File: src/rtl/p0irq_defs.svh
// Register indices, bit positions and reset values of the port 0
// external interrupt pending block.
// Assumes byte addressing on a 32-bit Avalon-MM bus.
`ifndef P0IRQ_DEFS_SVH
`define P0IRQ_DEFS_SVH

// ==========================================================
// Register indices (byte address is four times the index)
`define P0IRQ_IDX_PEND   8'he6
`define P0IRQ_IDX_EN     8'he3
`define P0IRQ_IDX_MODE   8'hf0
`define P0IRQ_IDX_CLR    8'hf1
`define P0IRQ_IDX_STAT   8'hf2
`define P0IRQ_IDX_LSB    2
`define P0IRQ_ALIGN      2'h0

// ==========================================================
// Line to register bit positions
`define P0IRQ_BIT_L0     0
`define P0IRQ_BIT_L1     1
`define P0IRQ_BIT_L2     3
`define P0IRQ_BIT_L3     4
`define P0IRQ_BIT_L4     5
`define P0IRQ_BIT_L5     6
`define P0IRQ_BIT_UNUSED_LO 2
`define P0IRQ_BIT_UNUSED_HI 7

// ==========================================================
// Reset values
`define P0IRQ_PEND_RST   6'h00
`define P0IRQ_EN_RST     6'h00
`define P0IRQ_MODE_RST   6'h3f
`define P0IRQ_RD_RST     32'h0000_0000
`define P0IRQ_LINES      6

`endif

File: src/rtl/p0irq_pkg.sv
// Types shared by the port 0 external interrupt pending block.
// Assumes nothing of its surroundings.
package p0irq_pkg;

  // ========================================================
  // Bus handshake state, Gray coded
  typedef enum logic [0:0] {
    P0IRQ_IDLE = 1'b0,
    P0IRQ_ACK  = 1'b1
  } p0irq_bus_st_t;

endpackage

File: src/rtl/p0irq_top.sv
// Port 0 external interrupt pending register with enable and irq.
// Assumes Avalon-MM master on core_clk and synchronous pins.
//
// Functional notes
// Read returns one per pending line
// Write zero clears flag, one keeps it
// Lines sit at bits 0,1,3,4,5,6
// Pending register decoded at index e6
// Reset clears flags; bits 2,7 read zero
// Falling edge on input pin sets flag
// Flag requests interrupt only when enabled
`timescale 1ns/1ps
`default_nettype none
`include "p0irq_defs.svh"
module p0irq_top #(
  parameter int LINES = `P0IRQ_LINES
) (
  // Clock and reset
  input  wire logic             core_clk,
  input  wire logic             sys_rst,
  // Avalon-MM slave
  input  wire logic [9:0]       avs_address,
  input  wire logic             avs_read,
  input  wire logic             avs_write,
  input  wire logic [31:0]      avs_writedata,
  input  wire logic [3:0]       avs_byteenable,
  output logic      [31:0]      avs_readdata,
  output logic                  avs_waitrequest,
  // External lines
  input  wire logic [LINES-1:0] ext_line_pin,
  // Interrupt
  output logic                  ext_irq
);

  if (LINES != `P0IRQ_LINES) begin : g_bad_lines
    $error("p0irq_top: the bit map serves exactly six lines");
  end

  // ========================================================
  // Bit map
  localparam int POS [0:5] = '{`P0IRQ_BIT_L0, `P0IRQ_BIT_L1,
    `P0IRQ_BIT_L2, `P0IRQ_BIT_L3, `P0IRQ_BIT_L4, `P0IRQ_BIT_L5};

  function automatic logic [7:0] to_reg(input logic [5:0] v);
    logic [7:0] r;
    r = 8'h00;
    for (int i = 0; i < 6; i++) begin
      r[POS[i]] = v[i];
    end
    return r;
  endfunction

  function automatic logic [5:0] to_lines(input logic [7:0] r);
    logic [5:0] v;
    v = 6'h00;
    for (int i = 0; i < 6; i++) begin
      v[i] = r[POS[i]];
    end
    return v;
  endfunction

  // ========================================================
  // Signals
  logic [5:0]  pend;
  logic [5:0]  next_pend;
  logic [5:0]  en;
  logic [5:0]  next_en;
  logic [5:0]  mode;
  logic [5:0]  next_mode;
  logic        next_irq;
  logic [5:0]  fall;
  logic        wr_fire;
  logic        rd_fire;
  logic [31:0] rd_value;
  logic [7:0]  pend_reg;
  logic [7:0]  idx;
  logic        aligned;
  logic        hit_pend;
  logic        hit_en;
  logic        hit_mode;
  logic        hit_clr;
  logic        hit_stat;
  logic        wr_ok;
  logic [5:0]  wr_lines;
  logic [5:0]  clr;

  // ========================================================
  // Submodules
  p0irq_avs u_avs (
    .core_clk        (core_clk),
    .sys_rst         (sys_rst),
    .avs_read        (avs_read),
    .avs_write       (avs_write),
    .avs_waitrequest (avs_waitrequest),
    .avs_readdata    (avs_readdata),
    .rd_value        (rd_value),
    .wr_fire         (wr_fire),
    .rd_fire         (rd_fire)
  );

  p0irq_fall #(.LINES(LINES)) u_fall (
    .core_clk   (core_clk),
    .sys_rst    (sys_rst),
    .pin        (ext_line_pin),
    .input_mode (mode),
    .fall       (fall)
  );

  // ========================================================
  // Address decode
  always_comb begin
    idx      = avs_address[9:`P0IRQ_IDX_LSB];
    aligned  = (avs_address[1:0] == `P0IRQ_ALIGN);
    hit_pend = 1'b0;
    hit_en   = 1'b0;
    hit_mode = 1'b0;
    hit_clr  = 1'b0;
    hit_stat = 1'b0;
    if (!aligned) begin
      hit_pend = 1'b0;
    end else if (idx == `P0IRQ_IDX_PEND) begin
      hit_pend = 1'b1;
    end else if (idx == `P0IRQ_IDX_EN) begin
      hit_en = 1'b1;
    end else if (idx == `P0IRQ_IDX_MODE) begin
      hit_mode = 1'b1;
    end else if (idx == `P0IRQ_IDX_CLR) begin
      hit_clr = 1'b1;
    end else if (idx == `P0IRQ_IDX_STAT) begin
      hit_stat = 1'b1;
    end
    wr_ok    = wr_fire && avs_byteenable[0];
    wr_lines = to_lines(avs_writedata[7:0]);
    pend_reg = to_reg(pend);
    rd_value = 32'h0000_0000;
    if (hit_pend || hit_stat) begin
      rd_value[7:0] = pend_reg;
    end else if (hit_en) begin
      rd_value[7:0] = to_reg(en);
    end else if (hit_mode) begin
      rd_value[7:0] = to_reg(mode);
    end
  end

  // ========================================================
  // Pending flags, enables and mode
  always_comb begin
    clr = 6'h00;
    if (wr_ok && hit_pend) begin
      clr = ~wr_lines;
    end else if (wr_ok && hit_clr) begin
      clr = wr_lines;
    end
    next_pend = fall | (pend & ~clr);
    next_en   = (wr_ok && hit_en) ? wr_lines : en;
    next_mode = (wr_ok && hit_mode) ? wr_lines : mode;
    next_irq  = |(next_pend & next_en);
  end

  always_ff @(posedge core_clk or posedge sys_rst) begin
    if (sys_rst) begin
      pend    <= `P0IRQ_PEND_RST;
      en      <= `P0IRQ_EN_RST;
      mode    <= `P0IRQ_MODE_RST;
      ext_irq <= 1'b0;
    end else begin
      pend    <= next_pend;
      en      <= next_en;
      mode    <= next_mode;
      ext_irq <= next_irq;
    end
  end

  logic pend_wr;
  logic pend_rd;
  assign pend_wr = wr_ok && hit_pend;
  assign pend_rd = rd_fire && hit_pend;

  logic stat_rd;
  logic miss_rd;
  assign stat_rd = rd_fire && hit_stat;
  assign miss_rd = rd_fire && !(hit_pend || hit_en || hit_mode || hit_stat);
endmodule
`default_nettype wire

File: src/rtl/p0irq_fall.sv
// Falling edge detector, one stage per line, gated by input mode.
// Assumes pins are synchronous to core_clk.
`timescale 1ns/1ps
`default_nettype none
module p0irq_fall #(
  parameter int LINES = 6
) (
  // Clock and reset
  input  wire logic             core_clk,
  input  wire logic             sys_rst,
  // Pins and mode
  input  wire logic [LINES-1:0] pin,
  input  wire logic [LINES-1:0] input_mode,
  // Edge pulses
  output logic      [LINES-1:0] fall
);

  logic [LINES-1:0] prev;
  logic [LINES-1:0] next_prev;

  if (LINES < 1) begin : g_bad_lines
    $error("p0irq_fall: LINES must be at least one");
  end

  // ========================================================
  // Per line edge detect
  genvar g;
  generate
    for (g = 0; g < LINES; g++) begin : g_line
      always_comb begin
        next_prev[g] = pin[g];
        fall[g]      = prev[g] & ~pin[g] & input_mode[g];
      end
    end
  endgenerate

  always_ff @(posedge core_clk or posedge sys_rst) begin
    if (sys_rst) begin
      prev <= '0;
    end else begin
      prev <= next_prev;
    end
  end

endmodule
`default_nettype wire

File: src/rtl/p0irq_avs.sv
// Avalon-MM slave handshake with one wait cycle per access.
// Assumes the master holds its request until waitrequest is low.
`timescale 1ns/1ps
`default_nettype none
module p0irq_avs (
  // Clock and reset
  input  wire logic        core_clk,
  input  wire logic        sys_rst,
  // Bus
  input  wire logic        avs_read,
  input  wire logic        avs_write,
  output logic             avs_waitrequest,
  output logic [31:0]      avs_readdata,
  // Register side
  input  wire logic [31:0] rd_value,
  output logic             wr_fire,
  output logic             rd_fire
);

  p0irq_pkg::p0irq_bus_st_t state;
  p0irq_pkg::p0irq_bus_st_t next_state;
  logic                     next_wait;
  logic [31:0]              next_rdata;

  // ========================================================
  // Handshake
  always_comb begin
    next_state = state;
    next_rdata = avs_readdata;
    case (state)
      p0irq_pkg::P0IRQ_IDLE: begin
        if (avs_read || avs_write) begin
          next_state = p0irq_pkg::P0IRQ_ACK;
          next_rdata = avs_read ? rd_value : `P0IRQ_RD_RST;
        end
      end
      default: begin
        next_state = p0irq_pkg::P0IRQ_IDLE;
      end
    endcase
    next_wait = (next_state != p0irq_pkg::P0IRQ_ACK);
    wr_fire   = (state == p0irq_pkg::P0IRQ_ACK) && avs_write;
    rd_fire   = (state == p0irq_pkg::P0IRQ_ACK) && avs_read;
  end

  always_ff @(posedge core_clk or posedge sys_rst) begin
    if (sys_rst) begin
      state           <= p0irq_pkg::P0IRQ_IDLE;
      avs_waitrequest <= 1'b1;
      avs_readdata    <= `P0IRQ_RD_RST;
    end else begin
      state           <= next_state;
      avs_waitrequest <= next_wait;
      avs_readdata    <= next_rdata;
    end
  end

endmodule
`default_nettype wire

File: config.mk
export PLATFORM = sky130hd
export DESIGN_NAME = p0irq_top
export DESIGN_NICKNAME = d
export VERILOG_FILES = /design/src/rtl/p0irq_pkg.sv /design/src/rtl/p0irq_top.sv /design/src/rtl/p0irq_fall.sv /design/src/rtl/p0irq_avs.sv
export VERILOG_INCLUDE_DIRS = /design/src /design/src/rtl
export SDC_FILE = /design/constraint.sdc
export NUM_CORES = 1
export LEC_CHECK = 0
export ABC_AREA = 1
export ABC_CLOCK_PERIOD_IN_PS = 2260
export BUFFER_PORTS_ARGS = -buffer_cell sky130_fd_sc_hd__buf_2
export CAP_MARGIN = 20
export CORE_MARGIN = 5
export CORE_UTILIZATION = 50
export CTS_BUF_LIST = sky130_fd_sc_hd__clkbuf_16
export DETAILED_ROUTE_END_ITERATION = 7
export PLACE_DENSITY = 0.79
export SYNTH_ARGS = -nofsm -noshare
export SYNTH_HDL_FRONTEND = slang
export SYNTH_HIERARCHICAL = 1
export SYNTH_SLANG_ARGS = --single-unit
File: constraint.sdc
create_clock -name core_clk -period 2.26 [get_ports core_clk]
set_input_delay 0 -clock core_clk [delete_from_list [all_inputs] [get_ports core_clk]]
set_output_delay 0 -clock core_clk [all_outputs]
set_load 0.01 [all_outputs]
==> impl_metrics.csv, run 1 <==
group,metric,value,unit
outcome,status,"finished, final reports clean",
drt,drc,0,
global_route,grt_antenna_before_repair,0,
critical_path,cp_top_family,"simple AND/OR/NAND/NOR gates",
critical_path,startpoint_type,"flip-flop",
synthesis,synth_warnings,6,
floorplanning,io_pins,90,
synthesis,syn_area,0.00273,mm2
cells_and_area,nNetsFinal,491,
floorplanning,die_h,83.8,um
floorplanning,start_util,0.524,
clock_network,clkLatencyLatePin,320,ps
cells_and_area,fillers,417,
clock_network,cts_tree,"built",
critical_path,cp_max_fo,10,
timing,skew,6.06,ps
drt,ant_nets,0,
timing,period_share,0.810,
critical_path,required,2470,ps
timing,period_minus_slack,1830,ps
placement,io_buffers,60,
cells_and_area,largest_reg_flops,32,
critical_path,crit_top_cell,"nand2_1",
global_route,grt_pass1_vias,2345,
global_route,grt_max_degree,35,
timing,max_freq,0.547,GHz
floorplanning,die_w,83.8,um
clock_network,cts_made_buffers,9,
timing,finalHoldViolations,0,
cells_and_area,multi_input_area,0.00110,mm2
drt,drtIter0Drc,110,
clock_network,clkTransAtPathRegs,50,ps
timing,relSlewSlack,0.454,
clock_network,cts.path.max_buffers,2,
global_route,gr-usage-all-layers,0.191,
timing,slew_violations,0,
floorplanning,coreArea,0.00520,mm2
critical_path,critPathMaxStageDelay,420,ps
clock_network,cts_setup_buffers,0,
floorplanning,die-area,0.00703,mm2
drt,wl_per_cell,12.4,um
timing,setup_tns,0,ps
cells_and_area,area.sequential,0.00149,mm2
power_and_ir_drop,leakagePower,1.97,nW
drt,vias,2364,
timing,finalSetupViolations,0,
cells_and_area,utilization,0.678,
timing,rsz0062_at_grt,"no",
critical_path,cp.arrival,2040,ps
clock_network,numClockSinks,59,
critical_path,path_buf_inv,1,
placement,gp_congestion,0.879,
cells_and_area,syn_to_final_growth,29.4,%
global_route,grt_pass1_wl,10700,um
run,cap_viol_max_count,0,
hold_path,hold_class,"in -> reg",
cells_and_area,diodes,0,
drt,first_pass_iters,5,
global_route,overflow,0,
critical_path,crit_type,"reg -> reg",
clock_network,root_buffer,"clkbuf_16",
clock_network,cts_max_level,3,
placement,dpl.hpwl,4360,um
critical_path,crit_slowest_cell,"dfrtp_1",
drt,via_per_inst,4.64,
critical_path,end_kind,"flip-flop",
synthesis,syn_inst,331,
power_and_ir_drop,vdd_ir_drop_max,0.434,mV
floorplanning,rows,26,
cells_and_area,top_register,"u_avs/avs_readdata",
critical_path,cp_cell_sequence,"nand2_1, inv_1, nand2_1, nor2_2, nand3_2, nor2_1, nor2_1, nand2_1, nand2_1, nand2_1, nand2_1, nor2_1, nand2_1",
timing,tightest_slew,816,ps
cells_and_area,drive_gt1_frac,0.255,
synthesis,avgSynthCellArea,8.24,um2
drt,drt_wl_total,6320,um
power_and_ir_drop,p_per_area,758,mW/mm2
## worst reg2reg max path, stage by stage (launching register included)
cell and delay, ps:
dfrtp_1 420, nand2_1 70, inv_1 50, nand2_1 90, nor2_2 160, nand3_2 240
nor2_1 200, nor2_1 50, nand2_1 50, nand2_1 60, nand2_1 70, nand2_1 50
nor2_1 110, nand2_1 80
## layer usage
layer,part of all wire,wire (um),global-route usage
met5,0,0,0
met1,0.40,2520,0.226
met2,0.52,3300,0.325
met3,0.071,451,0.0563
met4,0.0087,55,0.0775
## layout make-up
cell class	instances	area share
timing repair buffer	76	0.128
sequential	59	0.421
inverter	39	0.0415
clock inverter	7	0.00816
multi-input combinational	250	0.312
tap	70	0.0248
clock buffer	9	0.0638
## worst paths after layout
kind / from / endpoint / slack, ps / cells past startpoint
worst max-delay path: u_avs/state / ext_irq / 430 / 13
worst min-delay path: avs_read / u_avs/avs_readdata[3] / 70 / 5
worst max register to register: u_avs/state / ext_irq / 430 / 13
worst min register to register: u_avs/avs_readdata[22] / u_avs/avs_readdata[22] / 460 / 2
max in group asynchronous: sys_rst / en[5] / 1420 / 3
min in group asynchronous: sys_rst / u_fall/prev[1] / 190 / 3
## cells in the final DEF, fill, tap and decap left out, drive strengths merged
master	count
dfstp	7
nor2	24
conb	26
o211ai	1
clkbuf	9
inv	40
buf	63
nand4	1
a21oi	1
a31oi	2
nand3	22
dfrtp	52
o21ai	13
clkinv	6
dlygate4sd3	13
nor3	1
nand2	159
## timing repair
item | CTS | global route
hold endpoints to repair | 73 | 0
hold buffers | 13 | 0
gates resized for setup | 0 | 0
## power by group
part | internal [W] | switching, W | total (W)
clock | 0.000715 | 0.000437 | 0.00115
combinational | 0.000127 | 0.000211 | 0.000338
sequential | 0.00114 | 0.0000404 | 0.00118
total | 0.00199 | 0.000688 | 0.00267
## per-stage QoR
stage | power (W) | hold slack (ps) | std cells | setup slack, ps | area, um2
3_5_place_dp | 0.00152 | -22.4 | 481 | 501 | 3140
2_1_floorplan | 0.00140 | -209 | 356 | 724 | 2820
5_1_grt | 0.00280 | 97.8 | 510 | 271 | 3530
4_1_cts | 0.00271 | 66.6 | 510 | 409 | 3530
6_report | 0.00267 | 72.1 | 510 | 430 | 3530
3_3_place_gp | 0.00151 | -33.4 | 481 | 561 | 3140
(Power assumes the default switching activity.)
==> run 2: changes to the inputs <==
--- a/config.mk
+++ b/config.mk
@@ -6,15 +6,15 @@
 export SDC_FILE = /design/constraint.sdc
 export NUM_CORES = 1
 export LEC_CHECK = 0
-export ABC_AREA = 1
-export ABC_CLOCK_PERIOD_IN_PS = 2260
+export ABC_AREA = 0
+export ABC_CLOCK_PERIOD_IN_PS = 1620
 export BUFFER_PORTS_ARGS = -buffer_cell sky130_fd_sc_hd__buf_2
 export CAP_MARGIN = 20
 export CORE_MARGIN = 5
-export CORE_UTILIZATION = 50
+export CORE_UTILIZATION = 46
 export CTS_BUF_LIST = sky130_fd_sc_hd__clkbuf_16
 export DETAILED_ROUTE_END_ITERATION = 7
-export PLACE_DENSITY = 0.79
+export PLACE_DENSITY = 0.77
 export SYNTH_ARGS = -nofsm -noshare
 export SYNTH_HDL_FRONTEND = slang
 export SYNTH_HIERARCHICAL = 1
==> constraint.sdc (replaced) <==
create_clock -name core_clk -period 1.62 [get_ports core_clk]
set_input_delay 0 -clock core_clk [delete_from_list [all_inputs] [get_ports core_clk]]
set_output_delay 0 -clock core_clk [all_outputs]
set_load 0.01 [all_outputs]
==> run 2 against run 1 <==
The run now ends with setup timing left. Synthesized cell count shrank 44%. Worst setup slack lost 610 ps. First-iteration DRC count shrank 21%. Die area grew 1.8%. Clock skew shrank 2.4 ps. Non-clock buffer count grew 14. Combinational power grew 44%. Core utilization shrank 3.1 points. Cell count shrank 26%. Sequential power grew 40%. Global-route usage shrank 1.5 points. Via count shrank 17%. Critical endpoint unchanged. Largest cell class unchanged.
==> impl_metrics.csv, run 2 <==
group,metric,value,unit
cells_and_area,syn_to_final_growth,38.3,%
timing,finalHoldViolations,0,
critical_path,cp_cell_sequence,"and2_4, and4b_1, and4b_2, mux2_4, a32oi_2, nand4_1",
power_and_ir_drop,clkPwrFrac,0.484,
cells_and_area,utilization,0.647,
critical_path,cp.arrival,1990,ps
critical_path,path_buf_inv,0,
power_and_ir_drop,combPwrFrac,0.117,
floorplanning,rows,27,
synthesis,syn_area,0.00256,mm2
drt,drc,0,
power_and_ir_drop,vdd_ir_drop_max,0.678,mV
power_and_ir_drop,pwr-share-seq,0.398,
global_route,grt_pass1_wl,9960,um
timing,finalSetupViolations,1,
critical_path,startpoint_type,"flip-flop",
timing,rsz0062_at_grt,"yes",
global_route,grt_max_degree,35,
timing,period_share,1.11,
power_and_ir_drop,leakagePower,1.82,nW
global_route,gr-usage-all-layers,0.176,
cells_and_area,nNetsFinal,356,
placement,place_inst,345,
placement,gp_congestion,0.806,
critical_path,cp_max_fo,6,
timing,relSlewSlack,0.450,
outcome,status,"finished with violations",
critical_path,critPathMaxStageDelay,380,ps
drt,ant_nets,0,
clock_network,clkTransAtPathRegs,50,ps
synthesis,syn_inst,186,
timing,max_freq,0.557,GHz
timing,tightest_slew,823,ps
placement,io_buffers,60,
timing,setup_tns,-177,ps
drt,wl_per_cell,16.3,um
clock_network,numClockSinks,59,
clock_network,clkLatencyLatePin,320,ps
power_and_ir_drop,design_power_total,0.00414,W
synthesis,synth_warnings,6,
power_and_ir_drop,p_per_area,1170,mW/mm2
global_route,overflow,0,
critical_path,cp_top_family,"simple AND/OR/NAND/NOR gates",
drt,drtIter0Drc,87,
critical_path,end_kind,"flip-flop",
hold_path,hold_class,"in -> reg",
run,cap_viol_max_count,0,
cells_and_area,largest_reg_flops,32,
global_route,grt_pass1_vias,2026,
outcome,violations,"setup timing",
global_route,grt_antenna_before_repair,0,
floorplanning,die-area,0.00716,mm2
clock_network,cts.path.max_buffers,2,
drt,wl_met2,2930,um
timing,period_minus_slack,1800,ps
power_and_ir_drop,switching_power,0.000979,W
clock_network,cts_made_buffers,9,
clock_network,cts_tree,"built",
clock_network,root_buffer,"clkbuf_16",
cells_and_area,top_register,"u_avs/avs_readdata",
drt,met3RoutedLength,389,um
drt,drt_wl_total,6140,um
timing,setup_ws,-177,ps
drt,first_pass_iters,5,
timing,slew_violations,0,
critical_path,crit_slowest_cell,"and4b_2",
drt,vias,1963,
cells_and_area,finalNonFillerCells,377,
cells_and_area,mostFrequentLayoutCell,"buf_2",
cells_and_area,diodes,0,
clock_network,cts_max_level,3,
floorplanning,start_util,0.468,
cells_and_area,layout_common_cells,"60 x buf_2, 52 x dfrtp_1, 32 x a22o_1",
floorplanning,io_pins,90,
critical_path,crit_type,"reg -> reg",
drt,routed.top_layer,"met4",
critical_path,required,1820,ps
cells_and_area,drive_gt1_frac,0.403,
synthesis,avgSynthCellArea,13.8,um2
floorplanning,coreArea,0.00547,mm2
drt,via_per_inst,5.21,
power_and_ir_drop,p_int,0.00316,W
power_and_ir_drop,swShare,0.236,
floorplanning,die_h,84.6,um
floorplanning,die_w,84.6,um
timing,skew,3.65,ps
drt,wl_met1,2690,um
placement,dpl.hpwl,4090,um
[run 2: cell types whose count changed in the layout (fill, tap and decap cells not counted), moves of 11 or more]
cell	change
inv_1	-33
a22o_1	+32
nand3_1	-19
nor2_1	-11
nand2_1	-136
buf_4	+11
[run 2: area by class of cell]
type	count	area, um2
fillers	437	1930
flip-flops and latches	59	1490
multi-input cells	135	1060
repair buffers	90	569
clock buffers	9	225
clock inverters	7	92.6
well taps	72	90.1
inverters	5	18.8
[run 2: repair_timing]
action / 4_1_cts / 5_1_grt
endpoints found under the setup margin: 1 / 3
endpoints found under the hold margin: 69 / 0
setup buffers: 3 / 1
pin swaps: 4 / 2
resized for setup: 5 / 3
hold buffers: 13 / 0
[run 2: power groups by stage]
stage	clock network (W)	logic (W)	registers, W
6_report	0.00201	0.000486	0.00165
5_1_grt	0.00211	0.000531	0.00167
4_1_cts	0.00203	0.000489	0.00165
3_5_place_dp	0	0.000459	0.00168
3_3_place_gp	0	0.000445	0.00167
2_1_floorplan	0	0.000230	0.00172
[run 2: stage by stage]
stage | worst slack, ps | cell area [um2] | hold slack [ps]
3_3_place_gp | -148 | 3040 | -19.6
5_1_grt | -264 | 3540 | 151
4_1_cts | -156 | 3520 | 127
6_report | -177 | 3540 | 130
3_5_place_dp | -207 | 3040 | -15.2
2_1_floorplan | -236 | 2660 | -209
[run 2: routing by layer]
layer / vias up / track usage
met2: 68 / 0.293
li1: 917 / -
met5: - / 0
met3: 12 / 0.0432
met4: 0 / 0.0863
met1: 966 / 0.214
[run 2: path summary, 6_finish.rpt]
| kind | from | to | slack [ps] | depth (start not counted) |
|---|---|---|---|---|
| worst max-delay path | u_avs/state | ext_irq | -180 | 6 |
| worst max register to register | u_avs/state | ext_irq | -180 | 6 |
| max in group asynchronous | sys_rst | pend[1] | 790 | 3 |
| worst min register to register | u_avs/avs_readdata[24] | u_avs/avs_readdata[24] | 500 | 1 |
| min in group asynchronous | sys_rst | u_fall/prev[3] | 190 | 3 |
| worst min-delay path | avs_write | u_avs/avs_waitrequest | 130 | 2 |
